$ cat config.mk
export PLATFORM = sky130hd
export DESIGN_NAME = sirl_top
export DESIGN_NICKNAME = d
export VERILOG_FILES = /design/src/logic/sirl_pkg.sv /design/src/logic/sirl_top.sv
export VERILOG_INCLUDE_DIRS = /design/src /design/src/logic
export SDC_FILE = /design/constraint.sdc
export NUM_CORES = 1
export LEC_CHECK = 0
export BUFFER_PORTS_ARGS = -buffer_cell sky130_fd_sc_hd__clkbuf_2
export CORE_ASPECT_RATIO = 1.4
export CORE_MARGIN = 1
export CORE_UTILIZATION = 35
export DETAILED_ROUTE_END_ITERATION = 6
export PLACE_DENSITY = 0.61
export REMOVE_ABC_BUFFERS = 1
export SYNTH_ARGS = -nofsm -noshare
export SYNTH_HDL_FRONTEND = slang
export SYNTH_SLANG_ARGS = --single-unit
$ cat constraint.sdc
create_clock -name clock -period 2.3 [get_ports clock]
set_clock_uncertainty 0.15 [all_clocks]
set_input_delay 0.23 -clock clock [delete_from_list [all_inputs] [get_ports clock]]
set_output_delay 0.23 -clock clock [all_outputs]
set_load 0.02 [all_outputs]
$ cat src/logic/sirl_consts.svh
// Register indices, field positions, reset values and counts of the system integration unit.
`ifndef SIRL_CONSTS_SVH
`define SIRL_CONSTS_SVH
`define SIRL_IDX_BRK     16'hfe00
`define SIRL_IDX_RSTC    16'hfe01
`define SIRL_IDX_BFC     16'hfe03
`define SIRL_IDX_PEND_B  16'hfe04
`define SIRL_IDX_PEND_C  16'hfe05
`define SIRL_IDX_PEND_D  16'hfe06
`define SIRL_IDX_CFG     16'hfe07
`define SIRL_BIT_BEW     1
`define SIRL_BIT_BREAK_CLEAR_ENABLE    7
`define SIRL_BIT_WDIS    0
`define SIRL_BIT_SHORT_STOP_RECOVERY   1
`define SIRL_BIT_POR     7
`define SIRL_BIT_PIN     6
`define SIRL_BIT_WDOG    5
`define SIRL_BIT_BADOP   4
`define SIRL_BIT_BADAD   3
`define SIRL_BIT_MON     2
`define SIRL_BIT_LOWV    1
`define SIRL_RC_RESET    8'h80
`define SIRL_STOP_LONG   13'd4096
`define SIRL_STOP_SHORT  13'd32
`define SIRL_RST_SMP     13'd32
`define SIRL_RST_DRV     13'd32
`endif

$ cat src/logic/sirl_pkg.sv
// Types of the system integration unit.
`default_nettype none
package sirl_pkg;
   typedef enum logic [5:0] {
      SIRL_RUN   = 6'b000001,
      SIRL_WAIT  = 6'b000010,
      SIRL_STOP  = 6'b000100,
      SIRL_RECOV = 6'b001000,
      SIRL_RDRV  = 6'b010000,
      SIRL_RSMP  = 6'b100000
   } sirl_st_t;
   typedef struct packed {
      sirl_st_t    st;
      logic [12:0] cnt;
      logic        pin1, pin2, irq1, irq2;
      logic [7:0]  rcause;
      logic        bew, break_clear_enable, wdis, short_stop_recovery, in_brk;
      logic [24:1] pend;
      logic        wreq;
      logic [7:0]  rdata;
      logic        cpu_rst, pin_oe, cpu_ck, per_ck, osc_ck;
      logic        clr_i, stack, software_interrupt, irq_out, clr_ok, wdog_en;
   } sirl_state_t;
endpackage : sirl_pkg
`default_nettype wire

$ cat src/logic/sirl_top.sv
// System integration unit: reset cause, break, wait and stop sequencing, pending status.
//
// The Avalon-MM slave port was decided locally.
`timescale 1ns/1ns
`default_nettype none
`include "sirl_consts.svh"
// Behaviour
// - Pending flags mirror each source request.
// - Top status register upper six bits zero.
// - Resets equal, above every interrupt.
// - Break forces software interrupt vector.
// - Break blocks flag clears unless enabled.
// - Flags cleared in break stay cleared.
// - Two-step clears protected, resume after break.
// - Wait or stop clears interrupt mask.
// - Wait gates processor clocks, peripherals run.
// - Wait wake stacks one cycle later.
// - Reset or break ends wait; break flagged.
// - Watchdog stays enabled unless disabled.
// - Stop clears counter, stops clocks; irq/reset exit.
// - Recovery 4096 cycles, or 32 if short.
// - Counter held in stop, times recovery.
// - Stop wake stacks after full recovery.
// - Power-on sets its flag; read clears all.
// - Drive pin low; sample 32 after release.
// - Separate cause flags per reset source.
// - Address flag only for opcode fetches.
// - Monitor flag on blank vector, irq high.
// - Mask blocks all but software interrupt.
module sirl_top (
   // Clock and synchronous reset.
   input  wire logic        clock,
   input  wire logic        rst,
   // Avalon-MM register slave.
   input  wire logic [17:0] avs_address,
   input  wire logic        avs_read,
   input  wire logic        avs_write,
   input  wire logic [31:0] avs_writedata,
   input  wire logic [3:0]  avs_byteenable,
   output logic      [31:0] avs_readdata,
   output logic             avs_waitrequest,
   // Interrupt sources and processor handshake.
   input  wire logic [24:1] irq_src,
   input  wire logic        cpu_i_mask,
   input  wire logic        wait_exec,
   input  wire logic        stop_exec,
   input  wire logic        break_req,
   input  wire logic        break_done,
   output logic             irq_to_cpu,
   output logic             stack_start,
   output logic             force_swi,
   output logic             clear_i_mask,
   output logic             in_break,
   output logic             flag_clear_ok,
   // Reset sources.
   input  wire logic        wdog_timeout,
   input  wire logic        bad_opcode,
   input  wire logic        bad_address,
   input  wire logic        opcode_fetch,
   input  wire logic        low_voltage,
   input  wire logic        monitor_entry,
   input  wire logic [7:0]  vec_hi,
   input  wire logic [7:0]  vec_lo,
   input  wire logic        irq_pin,
   // Open-drain reset pin.
   input  wire logic        rst_pin_i,
   output logic             rst_pin_o,
   output logic             rst_pin_oe,
   // Clock gating and reset to the rest of the chip.
   output logic             cpu_clk_en,
   output logic             periph_clk_en,
   output logic             osc_clk_en,
   output logic             cpu_reset,
   output logic             wdog_enable
);
   import sirl_pkg::*;

   sirl_state_t s_r;
   sirl_state_t s_nxt;
   logic [15:0] idx;
   logic        go;
   logic        wr_ok;
   logic        rd_done;
   logic        rst_evt;
   logic [7:0]  set_rc;
   logic [12:0] rec_lim;

   // Turns a byte address into the register index.
   function automatic logic [15:0] reg_idx(input logic [17:0] a);
      reg_idx = {14'h0000, a[17:16]} << 14 | {2'h0, a[15:2]};
   endfunction : reg_idx

   // Register bus decode; a request completes when waitrequest is low.
   always_comb
   begin
      idx     = reg_idx(avs_address);
      go      = (avs_read | avs_write) & ~s_r.wreq;
      wr_ok   = go & avs_write & avs_byteenable[0];
      rd_done = go & avs_read;
   end

   // Reset causes raised this cycle; any one starts an internal reset.
   always_comb
   begin
      set_rc = 8'h00;
      set_rc[`SIRL_BIT_WDOG]  = wdog_timeout;
      set_rc[`SIRL_BIT_BADOP] = bad_opcode;
      set_rc[`SIRL_BIT_BADAD] = bad_address & opcode_fetch;
      set_rc[`SIRL_BIT_LOWV]  = low_voltage;
      set_rc[`SIRL_BIT_MON]   = monitor_entry & (vec_hi == 8'hff)
                                & (vec_lo == 8'hff) & s_r.irq2;
      rst_evt = |set_rc;
      rec_lim = s_r.short_stop_recovery ? `SIRL_STOP_SHORT : `SIRL_STOP_LONG;
   end

   // Next state of the whole unit.
   always_comb
   begin
      s_nxt       = s_r;
      s_nxt.pin1  = rst_pin_i;
      s_nxt.pin2  = s_r.pin1;
      s_nxt.irq1  = irq_pin;
      s_nxt.irq2  = s_r.irq1;
      s_nxt.pend  = irq_src;
      s_nxt.stack = 1'b0;
      s_nxt.software_interrupt   = 1'b0;
      s_nxt.clr_i = 1'b0;
      s_nxt.wreq  = ~((avs_read | avs_write) & s_r.wreq);
      s_nxt.cnt   = s_r.cnt + 13'd1;

      // Read data is latched in the wait cycle and held while waitrequest is low.
      if ((avs_read | avs_write) & s_r.wreq)
      begin
         case (idx)
            `SIRL_IDX_BRK:    s_nxt.rdata = {6'h00, s_r.bew, 1'b0};
            `SIRL_IDX_RSTC:   s_nxt.rdata = s_r.rcause;
            `SIRL_IDX_BFC:    s_nxt.rdata = {s_r.break_clear_enable, 7'h00};
            `SIRL_IDX_PEND_B: s_nxt.rdata = s_r.pend[14:7];
            `SIRL_IDX_PEND_C: s_nxt.rdata = s_r.pend[22:15];
            `SIRL_IDX_PEND_D: s_nxt.rdata = {6'h00, s_r.pend[24:23]};
            `SIRL_IDX_CFG:    s_nxt.rdata = {6'h00, s_r.short_stop_recovery, s_r.wdis};
            default:          s_nxt.rdata = 8'h00;
         endcase
      end

      // Register writes; the break flag clears on writing zero.
      if (wr_ok)
      begin
         case (idx)
            `SIRL_IDX_BRK: s_nxt.bew  = s_r.bew & avs_writedata[`SIRL_BIT_BEW];
            `SIRL_IDX_BFC: s_nxt.break_clear_enable = avs_writedata[`SIRL_BIT_BREAK_CLEAR_ENABLE];
            `SIRL_IDX_CFG:
            begin
               s_nxt.wdis  = avs_writedata[`SIRL_BIT_WDIS];
               s_nxt.short_stop_recovery = avs_writedata[`SIRL_BIT_SHORT_STOP_RECOVERY];
            end
            default: s_nxt.rcause = s_nxt.rcause;
         endcase
      end

      // Reading the cause register clears it; a new cause in the same cycle wins.
      if (rd_done && idx == `SIRL_IDX_RSTC)
         s_nxt.rcause = 8'h00;
      s_nxt.rcause = s_nxt.rcause | set_rc;

      // Break entry and exit.
      if (break_done)
         s_nxt.in_brk = 1'b0;
      if (break_req && !s_r.in_brk && !s_r.cpu_rst)
      begin
         s_nxt.in_brk = 1'b1;
         s_nxt.software_interrupt    = 1'b1;
      end

      // Power and reset sequencing.
      case (s_r.st)
         SIRL_RUN:
         begin
            s_nxt.cnt = 13'd0;
            if (wait_exec)
            begin
               s_nxt.st    = SIRL_WAIT;
               s_nxt.clr_i = 1'b1;
            end
            else if (stop_exec)
            begin
               s_nxt.st    = SIRL_STOP;
               s_nxt.clr_i = 1'b1;
            end
         end
         SIRL_WAIT:
         begin
            s_nxt.cnt = 13'd0;
            if (break_req)
            begin
               s_nxt.st  = SIRL_RUN;
               s_nxt.bew = 1'b1;
            end
            else if ((|irq_src) && !cpu_i_mask)
            begin
               s_nxt.st    = SIRL_RUN;
               s_nxt.stack = 1'b1;
            end
         end
         SIRL_STOP:
         begin
            s_nxt.cnt = 13'd0;
            if (|irq_src)
               s_nxt.st = SIRL_RECOV;
         end
         SIRL_RECOV:
         begin
            if (s_r.cnt == rec_lim - 13'd1)
            begin
               s_nxt.st    = SIRL_RUN;
               s_nxt.stack = 1'b1;
            end
         end
         SIRL_RDRV:
         begin
            if (s_r.cnt == `SIRL_RST_DRV - 13'd1)
            begin
               s_nxt.st  = SIRL_RSMP;
               s_nxt.cnt = 13'd0;
            end
         end
         SIRL_RSMP:
         begin
            if (s_r.cnt == `SIRL_RST_SMP - 13'd1)
            begin
               s_nxt.st = SIRL_RUN;
               if (!s_r.pin2)
                  s_nxt.rcause[`SIRL_BIT_PIN] = 1'b1;
            end
         end
         default: s_nxt.st = SIRL_RUN;
      endcase

      // Any internal reset cause ends every mode and drives the pin, ahead of interrupts.
      if (rst_evt && s_r.st != SIRL_RDRV)
      begin
         s_nxt.st  = SIRL_RDRV;
         s_nxt.cnt = 13'd0;
      end
      else if (!s_r.pin2 && !s_r.pin_oe && !s_r.cpu_rst)
      begin
         s_nxt.st  = SIRL_RSMP;
         s_nxt.cnt = 13'd0;
      end

      // Outputs follow the next state, clr_ok and wdog_en the current one, so that each comes from a flip-flop.
      s_nxt.cpu_rst = s_nxt.st == SIRL_RDRV || s_nxt.st == SIRL_RSMP;
      s_nxt.pin_oe  = s_nxt.st == SIRL_RDRV;
      s_nxt.cpu_ck  = s_nxt.st == SIRL_RUN || s_nxt.cpu_rst;
      s_nxt.per_ck  = s_nxt.st != SIRL_STOP && s_nxt.st != SIRL_RECOV;
      s_nxt.osc_ck  = s_nxt.st != SIRL_STOP;
      s_nxt.irq_out = (|irq_src) && !cpu_i_mask && !s_nxt.cpu_rst;
      s_nxt.clr_ok  = !(s_r.in_brk && !s_r.break_clear_enable);
      s_nxt.wdog_en = !s_r.wdis;
      if (s_nxt.cpu_rst)
      begin
         s_nxt.stack  = 1'b0;
         s_nxt.software_interrupt    = 1'b0;
         s_nxt.in_brk = 1'b0;
      end

      // Power-on reset sets only its own flag.
      if (rst)
      begin
         s_nxt         = '0;
         s_nxt.st      = SIRL_RUN;
         s_nxt.rcause  = `SIRL_RC_RESET;
         s_nxt.wreq    = 1'b1;
         s_nxt.pin1    = 1'b1;
         s_nxt.pin2    = 1'b1;
         s_nxt.cpu_ck  = 1'b1;
         s_nxt.per_ck  = 1'b1;
         s_nxt.osc_ck  = 1'b1;
         s_nxt.clr_ok  = 1'b1;
         s_nxt.wdog_en = 1'b1;
      end
   end

   // The single state register.
   always_ff @(posedge clock)
   begin
      s_r <= s_nxt;
   end

   // Ports taken straight from the state register, except the pin output, which is tied low.
   assign avs_readdata    = {24'h000000, s_r.rdata};
   assign avs_waitrequest = s_r.wreq;
   assign irq_to_cpu      = s_r.irq_out;
   assign stack_start     = s_r.stack;
   assign force_swi       = s_r.software_interrupt;
   assign clear_i_mask    = s_r.clr_i;
   assign in_break        = s_r.in_brk;
   assign flag_clear_ok   = s_r.clr_ok;
   assign rst_pin_o       = 1'b0;
   assign rst_pin_oe      = s_r.pin_oe;
   assign cpu_clk_en      = s_r.cpu_ck;
   assign periph_clk_en   = s_r.per_ck;
   assign osc_clk_en      = s_r.osc_ck;
   assign cpu_reset       = s_r.cpu_rst;
   assign wdog_enable     = s_r.wdog_en;
endmodule : sirl_top
`default_nettype wire

* After elaboration in Yosys (flattened, before gate mapping)
Index checks and enable logic that the tools add are counted.
** Storage, ports and cells
- Logic and storage cells :: 130
- Output and inout port bits :: 46
- Register bits :: 80
** Cells by class
- Add/subtract/negate cells :: 2
- Mux-type cells :: 33
- Eq/ne operators :: 23
- Reduce and logical (&&, ||, !) cells :: 30
- Bitwise gates (word level) :: 16
** Operators with widths (number)
- $eq 16x16->1 const B :: 7
- $mux 19 :: 3
- $pmux 8 s7 :: 1
- $mux 6 :: 7
- $pmux 6 s6 :: 1
- $pmux 13 s2 :: 1
- $reduce_or 24->1 :: 1
- $eq 8x8->1 const B :: 2
- $or 16x14->16 :: 1
- $mux 1 :: 15
- $add 13x1->13 const B :: 1
- $eq 13x13->1 :: 1
- $eq 13x5->1 const B :: 1
- $mux 13 :: 1
- $sub 13x1->13 const B :: 1
- $eq 6x1->1 const B :: 2
- $eq 6x5->1 const B :: 2
- $eq 6x6->1 const B :: 2
- $and 1x1->1 :: 10
- $logic_and 1x1->1 :: 10
- $logic_not 1->1 :: 9
- $mux 8 :: 1
- $or 8x6->8 :: 1
- $eq 6x2->1 const B :: 1
- 16 further kinds :: 22

* Logic depth before layout (Yosys ltp)
Gate-level depths: netlist of the first run.
- Word-level depth :: 11
- Mapped depth :: 7

* Worst setup path after synthesis of the first run
No wires, ideal clock.
- Kind :: register to register
- Start :: register s_r[61] (netlist bit)
- End :: register s_r[74] (netlist bit)
- Library setup time :: 0.115 ns
- Stages on the path, launching flop included :: 8
- Period minus slack after synthesis :: 2.258 ns
- Slack :: 0.042 ns
- Arrival time :: 1.993 ns
- Path through :: dfxtp_1 -> ha_1 -> nand4_4 -> and4bb_2 -> or2_2 -> a221o_1 -> or2_1 -> o21a_1
** On the way
- Longest elaborated chain between the ends :: 5
- Elaborated cells on any way between the ends :: 8
- Classes of those cells :: eq/ne: 2; mux: 6
** RTL lines
- start: declaration :: RTL line sirl_top.sv:78 : sirl_state_t s_r;
- start signal: assignment :: RTL line sirl_top.sv:287 : s_r <= s_nxt;
- $eq 13x5->1 / $eq 13x13->1 (equally long branches) :: RTL line sirl_top.sv:221, sirl_top.sv:229, sirl_top.sv:213
- $mux 6, or another cell as far along :: RTL line sirl_top.sv:229 : if (s_r.cnt == `SIRL_RST_SMP - 13'd1)
- $pmux 6 s6 (*) :: RTL line sirl_top.sv:176 : case (s_r.st)
- $mux 19 (*) :: RTL line sirl_top.sv:245 : else if (!s_r.pin2 && !s_r.pin_oe && !s_r.cpu_rst)
- $mux 19 (*) :: RTL line sirl_top.sv:240 : if (rst_evt && s_r.st != SIRL_RDRV)
Mark *: on every way between the ends. The rest lies on a longest branch, timed or not.
A chain may end at the register's enable or synchronous reset.

* Worst setup path in the final report of the first run
Ends and elaborated chain as after synthesis.

==> summary.txt, run 1 <==
Drt
  • Initial DRC count: 120
  • Post-route ant nets: 0
  • TritonRoute pass-1 iters: 7
  • DRC Markers: 12
  • Drt via density: 4.86
  • Drt total wl: 8480 µm
  • Total number of vias: 2969
  • Wire length per cell: 13.9 µm

Pwr
  • Power Dens Cells: 727 nW/µm²
  • Worst vdd ir: 379 µV
  • P_leak: 1.90 nW

Synthesis
  • XOR/XNOR Fraction of Synth Area: 3.14%
  • Syn Inst Count: 371
  • Complex-gate fraction of the synthesized area: 11.5%
  • Largest family of logic cells by synthesized area: simple AND/OR/NAND/NOR gates
  • Syn Area/Cell: 9.03 µm²
  • Top_reg_cell synth: dfxtp_1
  • Yosys warning count: 0
  • EDFF count, synth: 0
  • Synth Area in Simple Gates: 27.6%
  • Cell variety after synth: 56
  • Flop and latch count out of synthesis: 73
  • Sequential area share after synthesis: 43.6%
  • Asr flop ratio synth: 0%
  • Mapped Area: 3350 µm²
  • Mux share of post-synthesis cell area: 4.52%
  • Adder-cell share of the synthesized area: 0.374%

Critical path
  • R2R cell count: 7
  • Setup CP Type: reg2reg
  • Crit-path cells: ha_1 -> nand4_4 -> and4bb_2 -> or2_2 -> a221o_1 -> or2_1 -> o21a_1
  • Crit-path max FO: 4
  • Max incr delay on CP: 350 ps
  • Slowest CP cell: a221o_1
  • FF-to-FF Start: s_r[61]$_SDFF_PP0_
  • CP endpoint: s_r[74]$_SDFF_PP1_
  • Critical path data arrival time: 2340 ps
  • R2r setup slk: 30 ps
  • CP required: 2370 ps
  • R2r endpoint: s_r[74]$_SDFF_PP1_
  • Crit. Startpoint: s_r[61]$_SDFF_PP0_
  • Critical Path Source Type: register
  • Worst setup EP type: register

STA
  • Final hold violation count: 0
  • Crit path time final: 2270 ps
  • Setup TNS: 0 ps
  • Unrepaired setup endpoints after global routing: yes
  • Crit share post-route: 98.5%
  • Setup Viol. Count Final: 0
  • Max-slew violations: 0
  • Relative slew margins: 65.6%
  • Smallest hold slack: 4.96 ps
  • Fmax: 441 MHz
  • Worst Tran Pin Value: 511 ps

Die
  • Die width: 84.7 µm
  • Row count: 41
  • # IOs: 157
  • Full die area: 9970 µm²
  • Core area: 9130 µm²
  • Die H: 118 µm
  • Starting Density: 36.7%

Clocking
  • Worst-Skew Late Latency: 330 ps
  • H-tree levels: 3
  • Longest Clk Path Bufs: 2
  • Root Buffer: clkbuf_16
  • CTS sink count: 73
  • CTS tree: yes
  • Clock edge transition at the registers on the reported setup and hold paths: 60 ps
  • Number of buffers created by CTS: 9

Cells and area
  • Fraction of layout instances using a drive strength above 1: 31.9%
  • Max FFs per register: 52
  • Fillers: 889
  • Final instance area: 4460 µm²
  • Layout Cells excl Fill: 611
  • Final net count: 611
  • Largest reg by FF count: s_r
  • Fin util: 48.8%
  • Area Overhead vs Synth: 33.0%
  • Antenna cell count: 0

Global routing
  • Initial antenna violation count: 0
  • First-pass GRT wire length: 13800 µm
  • Vias in the first global route: 3038
  • Largest net degree at the start of global routing: 19
  • GR Overflow Total: 0
  • GRT Resource Usage Total: 17.8%

Job
  • Max Cap Violations: 0

Placed design
  • Final HPWL DP: 6540 µm
  • DP Cell Count: 575
  • Port-buffer cells: 97
  • DP Area: 3920 µm²
  • Placer's final routability congestion estimate: 0.863

Outcome
  • Failing checks: DRC
  • Outcome: finished with violations

Min path
  • Worst Hold Class: in2reg
-- critical path, delay by kind of cell (launching register included) --
kind,cells,cell delay [ps]
compound gates,2,520
fa+ha+maj,1,240
flops,1,330
simple gates,4,900
-- how the worst min path moves through the flow --
| stage | from | endpoint | cells past startpoint |
|---|---|---|---|
| 4_1_cts | irq_src[19] | s_r[38]$_SDFF_PP0_ | 2 |
| 3_5_place_dp | s_r[60]$_SDFF_PP1_ | s_r[59]$_SDFF_PP1_ | 1 |
| 6_report | avs_writedata[7] | s_r[47]$_SDFFE_PP0P_ | 3 |
| 2_1_floorplan | rst | rst_pin_oe$_SDFF_PP0_ | 1 |
| 3_3_place_gp | s_r[60]$_SDFF_PP1_ | s_r[59]$_SDFF_PP1_ | 1 |
| 5_1_grt | avs_writedata[7] | s_r[47]$_SDFFE_PP0P_ | 3 |
-- layer usage --
metal,vias up,global-route usage [%],routed length (µm)
met4,0,9.22,190
li1,1500,-,-
met1,1366,17.0,3210
met5,-,0,0
met2,91,34.1,4660
met3,12,4.77,415
-- repair_timing --
item	CTS	global route
setup buffers	0	0
setup endpoints to repair	0	18
resized for setup	0	5
endpoints found under the hold margin	20	0
hold buffers	20	0
-- kinds of logic (layout without fill, tap and decap cells) --
logic type | after synthesis | count (layout)
adders and majority gates | 1 | 1
DFF | 73 | 73
muxes | 12 | 12
xor gates and xnor gates | 12 | 12
AOI/OAI and AO/OA | 55 | 55
other | 1 | 25
buffers and inverters | 48 | 157
and+or+nand+nor | 169 | 169
-- cell usage in the layout (no fill, tap or decap), types with 3 or more instances in the layout --
master	n
o21bai_1	3
dfxtp_1	73
nor2_1	42
and4_1	3
xor2_1	5
nand3_1	11
nor2b_1	26
a22oi_1	11
mux2i_1	5
mux2_2	5
or2_2	7
xnor2_1	7
clkbuf_16	9
o21ai_0	13
clkbuf_2	97
nor3_1	11
or4_1	3
inv_1	5
a21oi_1	13
nand4_1	7
nor3b_1	4
nand2_1	24
dlygate4sd3_1	20
buf_4	19
nor4_1	9
conb_1	25
or3_1	3
-- report_power, final --
part | total [mW] | switching, mW | internal, mW
sequential | 1.34 | 0.0326 | 1.31
combinational | 0.418 | 0.227 | 0.191
clock | 1.48 | 0.527 | 0.948
total | 3.24 | 0.787 | 2.45
-- synthesized netlist by cell type, types with 2 or more instances --
master	number	share of area, %
dfxtp_1	73	44
nor2_1	42	4.7
buf_4	33	7.4
nor2b_1	26	4.9
nand2_1	24	2.7
a21oi_1	13	1.9
o21ai_0	13	1.9
nand3_1	12	1.8
a22oi_1	11	2.5
nor3_1	11	1.6
nor4_1	10	1.9
clkbuf_1	7	0.78
nand4_1	7	1.3
or2_2	7	1.3
xnor2_1	7	1.8
inv_1	5	0.56
mux2_2	5	1.7
mux2i_1	5	1.5
xor2_1	5	1.3
and4_1	4	1.0
nor3b_1	4	0.90
buf_1	3	0.34
o21bai_1	3	0.67
or3_1	3	0.56
or4_1	3	0.67
and3_1	2	0.37
mux4_2	2	1.3
nand2b_1	2	0.37
nand3b_1	2	0.45
-- per-stage QoR --
| stage | total power [mW] | setup WS [ps] |
|---|---|---|
| global route | 3.39 | -94.7 |
| finish | 3.24 | 34.3 |
| floorplan | 1.57 | 42.5 |
| global placement | 1.75 | 53.5 |
| CTS | 3.28 | 23.1 |
| detailed placement | 1.75 | -3.66 |
-- area by class of cell --
class | count | area (µm²) | area share (%)
clock buffer | 9 | 225 | 5.05
clock inverter | 7 | 95.1 | 2.13
inverter | 5 | 18.8 | 0.421
multi-input combinational | 274 | 1690 | 38.0
sequential | 73 | 1460 | 32.8
tap | 107 | 134 | 3.00
timing repair buffer | 136 | 828 | 18.6
Power figures use the tool's default switching activity.
==> run 2, diff against run 1 <==
--- a/config.mk
+++ b/config.mk
@@ -11,7 +11,7 @@
 export CORE_MARGIN = 1
 export CORE_UTILIZATION = 35
 export DETAILED_ROUTE_END_ITERATION = 6
-export PLACE_DENSITY = 0.61
+export PLACE_DENSITY = 0.65
 export REMOVE_ABC_BUFFERS = 1
 export SYNTH_ARGS = -nofsm -noshare
 export SYNTH_HDL_FRONTEND = slang
==> run 2 against run 1 <==
  * The run still ends with DRC left
  * Routed wire length shrank 0.87%
  * Register-to-register slack gained 60 ps
  * Via count grew 0.13%
  * Cell count shrank 1.3%
  * Die area is the same
  * Non-clock buffer count shrank 8
  * Total power shrank 4.2%
  * Utilization shrank 0.71 points
  * First-iteration DRC count grew 15%
  * Count of clock-buffer cells in the layout grew 2
  * Critical path type is now in2reg
  * Critical endpoint unchanged
  * Largest power group unchanged
==> summary.txt, run 2 (synthesis gave the netlist of run 1 again) <==
Outcome
  • Outcome: finished with violations
  • Failing checks: DRC

Clocking
  • Setup bufs post-CTS: 0 (unchanged)
  • Root Buffer: clkbuf_16
  • Longest Clk Path Bufs: 2 (unchanged)
  • CTS sink count: 73 (unchanged)
  • CTS tree: yes
  • Clock edge transition at the registers on the reported setup and hold paths: 60 ps (about the same)
  • Number of buffers created by CTS: 9 (unchanged)
  • H-tree levels: 3 (unchanged)
  • Worst-Skew Late Latency: 330 ps (about the same)

STA
  • Relative slew margins: 65.8% (+0.11 points)
  • Max-slew violations: 0 (unchanged)
  • Final hold violation count: 0 (unchanged)
  • Smallest hold slack: 14.6 ps (+9.64 ps)
  • Crit share post-route: 99.3% (+0.79 points)
  • Crit path time final: 2280 ps (+18.2 ps)
  • Unrepaired setup endpoints after global routing: yes
  • Worst Tran Pin Value: 509 ps (-1.64 ps)
  • Setup Viol. Count Final: 0 (unchanged)
  • Fmax: 438 MHz (-0.80%)

Min path
  • Worst Hold Class: in2reg
  • Min-delay src: irq_src[7]
  • Hold path endpoint: s_r[26]$_SDFF_PP0_
  • Hold-critical path depth: 2 (-1)

Die
  • Row count: 41 (unchanged)
  • Full die area: 9970 µm² (unchanged)
  • # IOs: 157 (unchanged)
  • Core area: 9130 µm² (unchanged)
  • Die H: 118 µm (unchanged)
  • Starting Density: 36.7% (unchanged)
  • Die width: 84.7 µm (unchanged)

Critical path
  • FF-to-FF Start: s_r[61]$_SDFF_PP0_
  • Crit-path max FO: 3 (-1)
  • Critical path data arrival time: 2360 ps (+20 ps)
  • R2R cell count: 7 (unchanged)
  • R2r setup slk: 90 ps (+60 ps)
  • Max incr delay on CP: 540 ps (+190 ps)
  • R2r endpoint: s_r[74]$_SDFF_PP1_
  • Crit-path leading delay family: simple AND/OR/NAND/NOR gates
  • Buf+Inv Stages, Crit Path: 2 (+2)
  • Critical Path Source Type: input port
  • Crit-path cells: dlygate4sd3_1 -> clkbuf_2 -> or4_1 -> nor2_4 -> a21oi_2 -> a221o_1 -> or2_1 -> o21a_1
  • Slowest CP cell: dlygate4sd3_1
  • CP required: 2370 ps (about the same)
  • Setup CP Type: in2reg
  • Worst setup EP type: register

Pwr
  • Power Dens Cells: 706 nW/µm² (-2.8%)
  • Worst vdd ir: 395 µV (+4.4%)
  • P_leak: 1.85 nW (-2.4%)

Drt
  • Total number of vias: 2973 (+0.13%)
  • Initial DRC count: 138 (+15%)
  • Drt total wl: 8400 µm (-0.87%)
  • Drt via density: 4.93 (+1.5%)
  • DRC Markers: 14 (+2)
  • Post-route ant nets: 0 (unchanged)
  • Wire length per cell: 13.9 µm (+0.44%)
  • TritonRoute pass-1 iters: 7 (unchanged)

Cells and area
  • Largest reg by FF count: s_r
  • Most frequent cells in the layout: clkbuf_2 (97), dfxtp_1 (69), nor2_1 (42)
  • Antenna cell count: 0 (unchanged)
  • Area Overhead vs Synth: 31.1%
  • Final net count: 603 (-1.3%)
  • Fin util: 48.1% (-0.71 points)
  • Fraction of layout instances using a drive strength above 1: 33.1% (+1.1 points)
  • Fillers: 878 (-1.2%)
  • Max FFs per register: 52 (unchanged)
  • Most common cell after layout, fill and taps aside: clkbuf_2

Global routing
  • GRT Resource Usage Total: 17.2% (-0.66 points)
  • Largest net degree at the start of global routing: 22 (+3)
  • Vias in the first global route: 2969 (-2.3%)
  • GR Overflow Total: 0 (unchanged)
  • Initial antenna violation count: 0 (unchanged)
  • First-pass GRT wire length: 13400 µm (-2.5%)

Placed design
  • Port-buffer cells: 97 (unchanged)
  • Placer's final routability congestion estimate: 0.916 (+6.1%)
  • Final HPWL DP: 6410 µm (-2.1%)

Job
  • Max Cap Violations: 0 (unchanged)
-- run 2: cell count changes in the layout (fill, tap and decap cells not counted), moves of 2 or more --
cell           delta
dlygate4sd3_1     -5
dfxtp_1           -4
dfxtp_2           +4
buf_4             -3
clkbuf_1          +2
nor4_1            -2
-- run 2: routing by layer --
layer | routed length (µm) | up-vias | track usage [%]
li1 | - | 1483 | -
met1 | 3170 | 1376 | 16.9
met2 | 4600 | 95 | 32.8
met3 | 414 | 19 | 4.14
met4 | 217 | 0 | 8.47
met5 | 0 | - | 0
-- run 2: repair_timing --
action                                  in CTS  in global routing
gates resized for setup                      0                 16
cloned                                       0                  0
endpoints found under the setup margin       2                 19
pin swaps                                    0                  3
hold endpoints to repair                    15                  0
hold buffers                                15                  0
-- run 2: per-stage QoR --
stage	TNS [ps]	std cells	power, mW	cell area [µm²]	setup WS [ps]
floorplan	0	352	1.57	3150	42.5
global placement	0	572	1.74	3890	45.4
detailed placement	0	572	1.75	3890	11.1
CTS	-7.39	603	3.12	4330	-5.13
global route	-17.6	603	3.22	4390	-16.2
finish	0	603	3.10	4390	16.1
-- run 2: power breakdown --
part           internal [mW]  switching, mW  total (mW)
registers               1.31         0.0311        1.34
clock network          0.838          0.514        1.35
logic                  0.180          0.226       0.406
total                   2.33          0.771        3.10
-- run 2: layout make-up --
class / instances / area, µm² / area share (%)
clock buffers: 11 / 233 / 5.30
clock inverters: 5 / 56.3 / 1.28
inverters: 5 / 18.8 / 0.427
multi-input cells: 274 / 1730 / 39.3
flip-flops and latches: 73 / 1470 / 33.4
well taps: 107 / 134 / 3.05
repair buffers: 128 / 756 / 17.2
-- run 2: worst max-delay path by stage --
| stage | depth (start not counted) | end | startpoint | slack [ps] |
|---|---|---|---|---|
| detailed placement | 6 | cpu_reset$_SDFF_PP0_ | s_r[70]$_SDFF_PP0_ | 10 |
| finish | 8 | s_r[74]$_SDFF_PP1_ | irq_src[11] | 20 |
| floorplan | 7 | s_r[74]$_SDFF_PP1_ | s_r[61]$_SDFF_PP0_ | 40 |
| CTS | 6 | s_r[74]$_SDFF_PP1_ | s_r[70]$_SDFF_PP0_ | -5 |
| global route | 8 | cpu_reset$_SDFF_PP0_ | irq_src[19] | -20 |
| global placement | 6 | irq_to_cpu$_SDFF_PP0_ | s_r[70]$_SDFF_PP0_ | 50 |
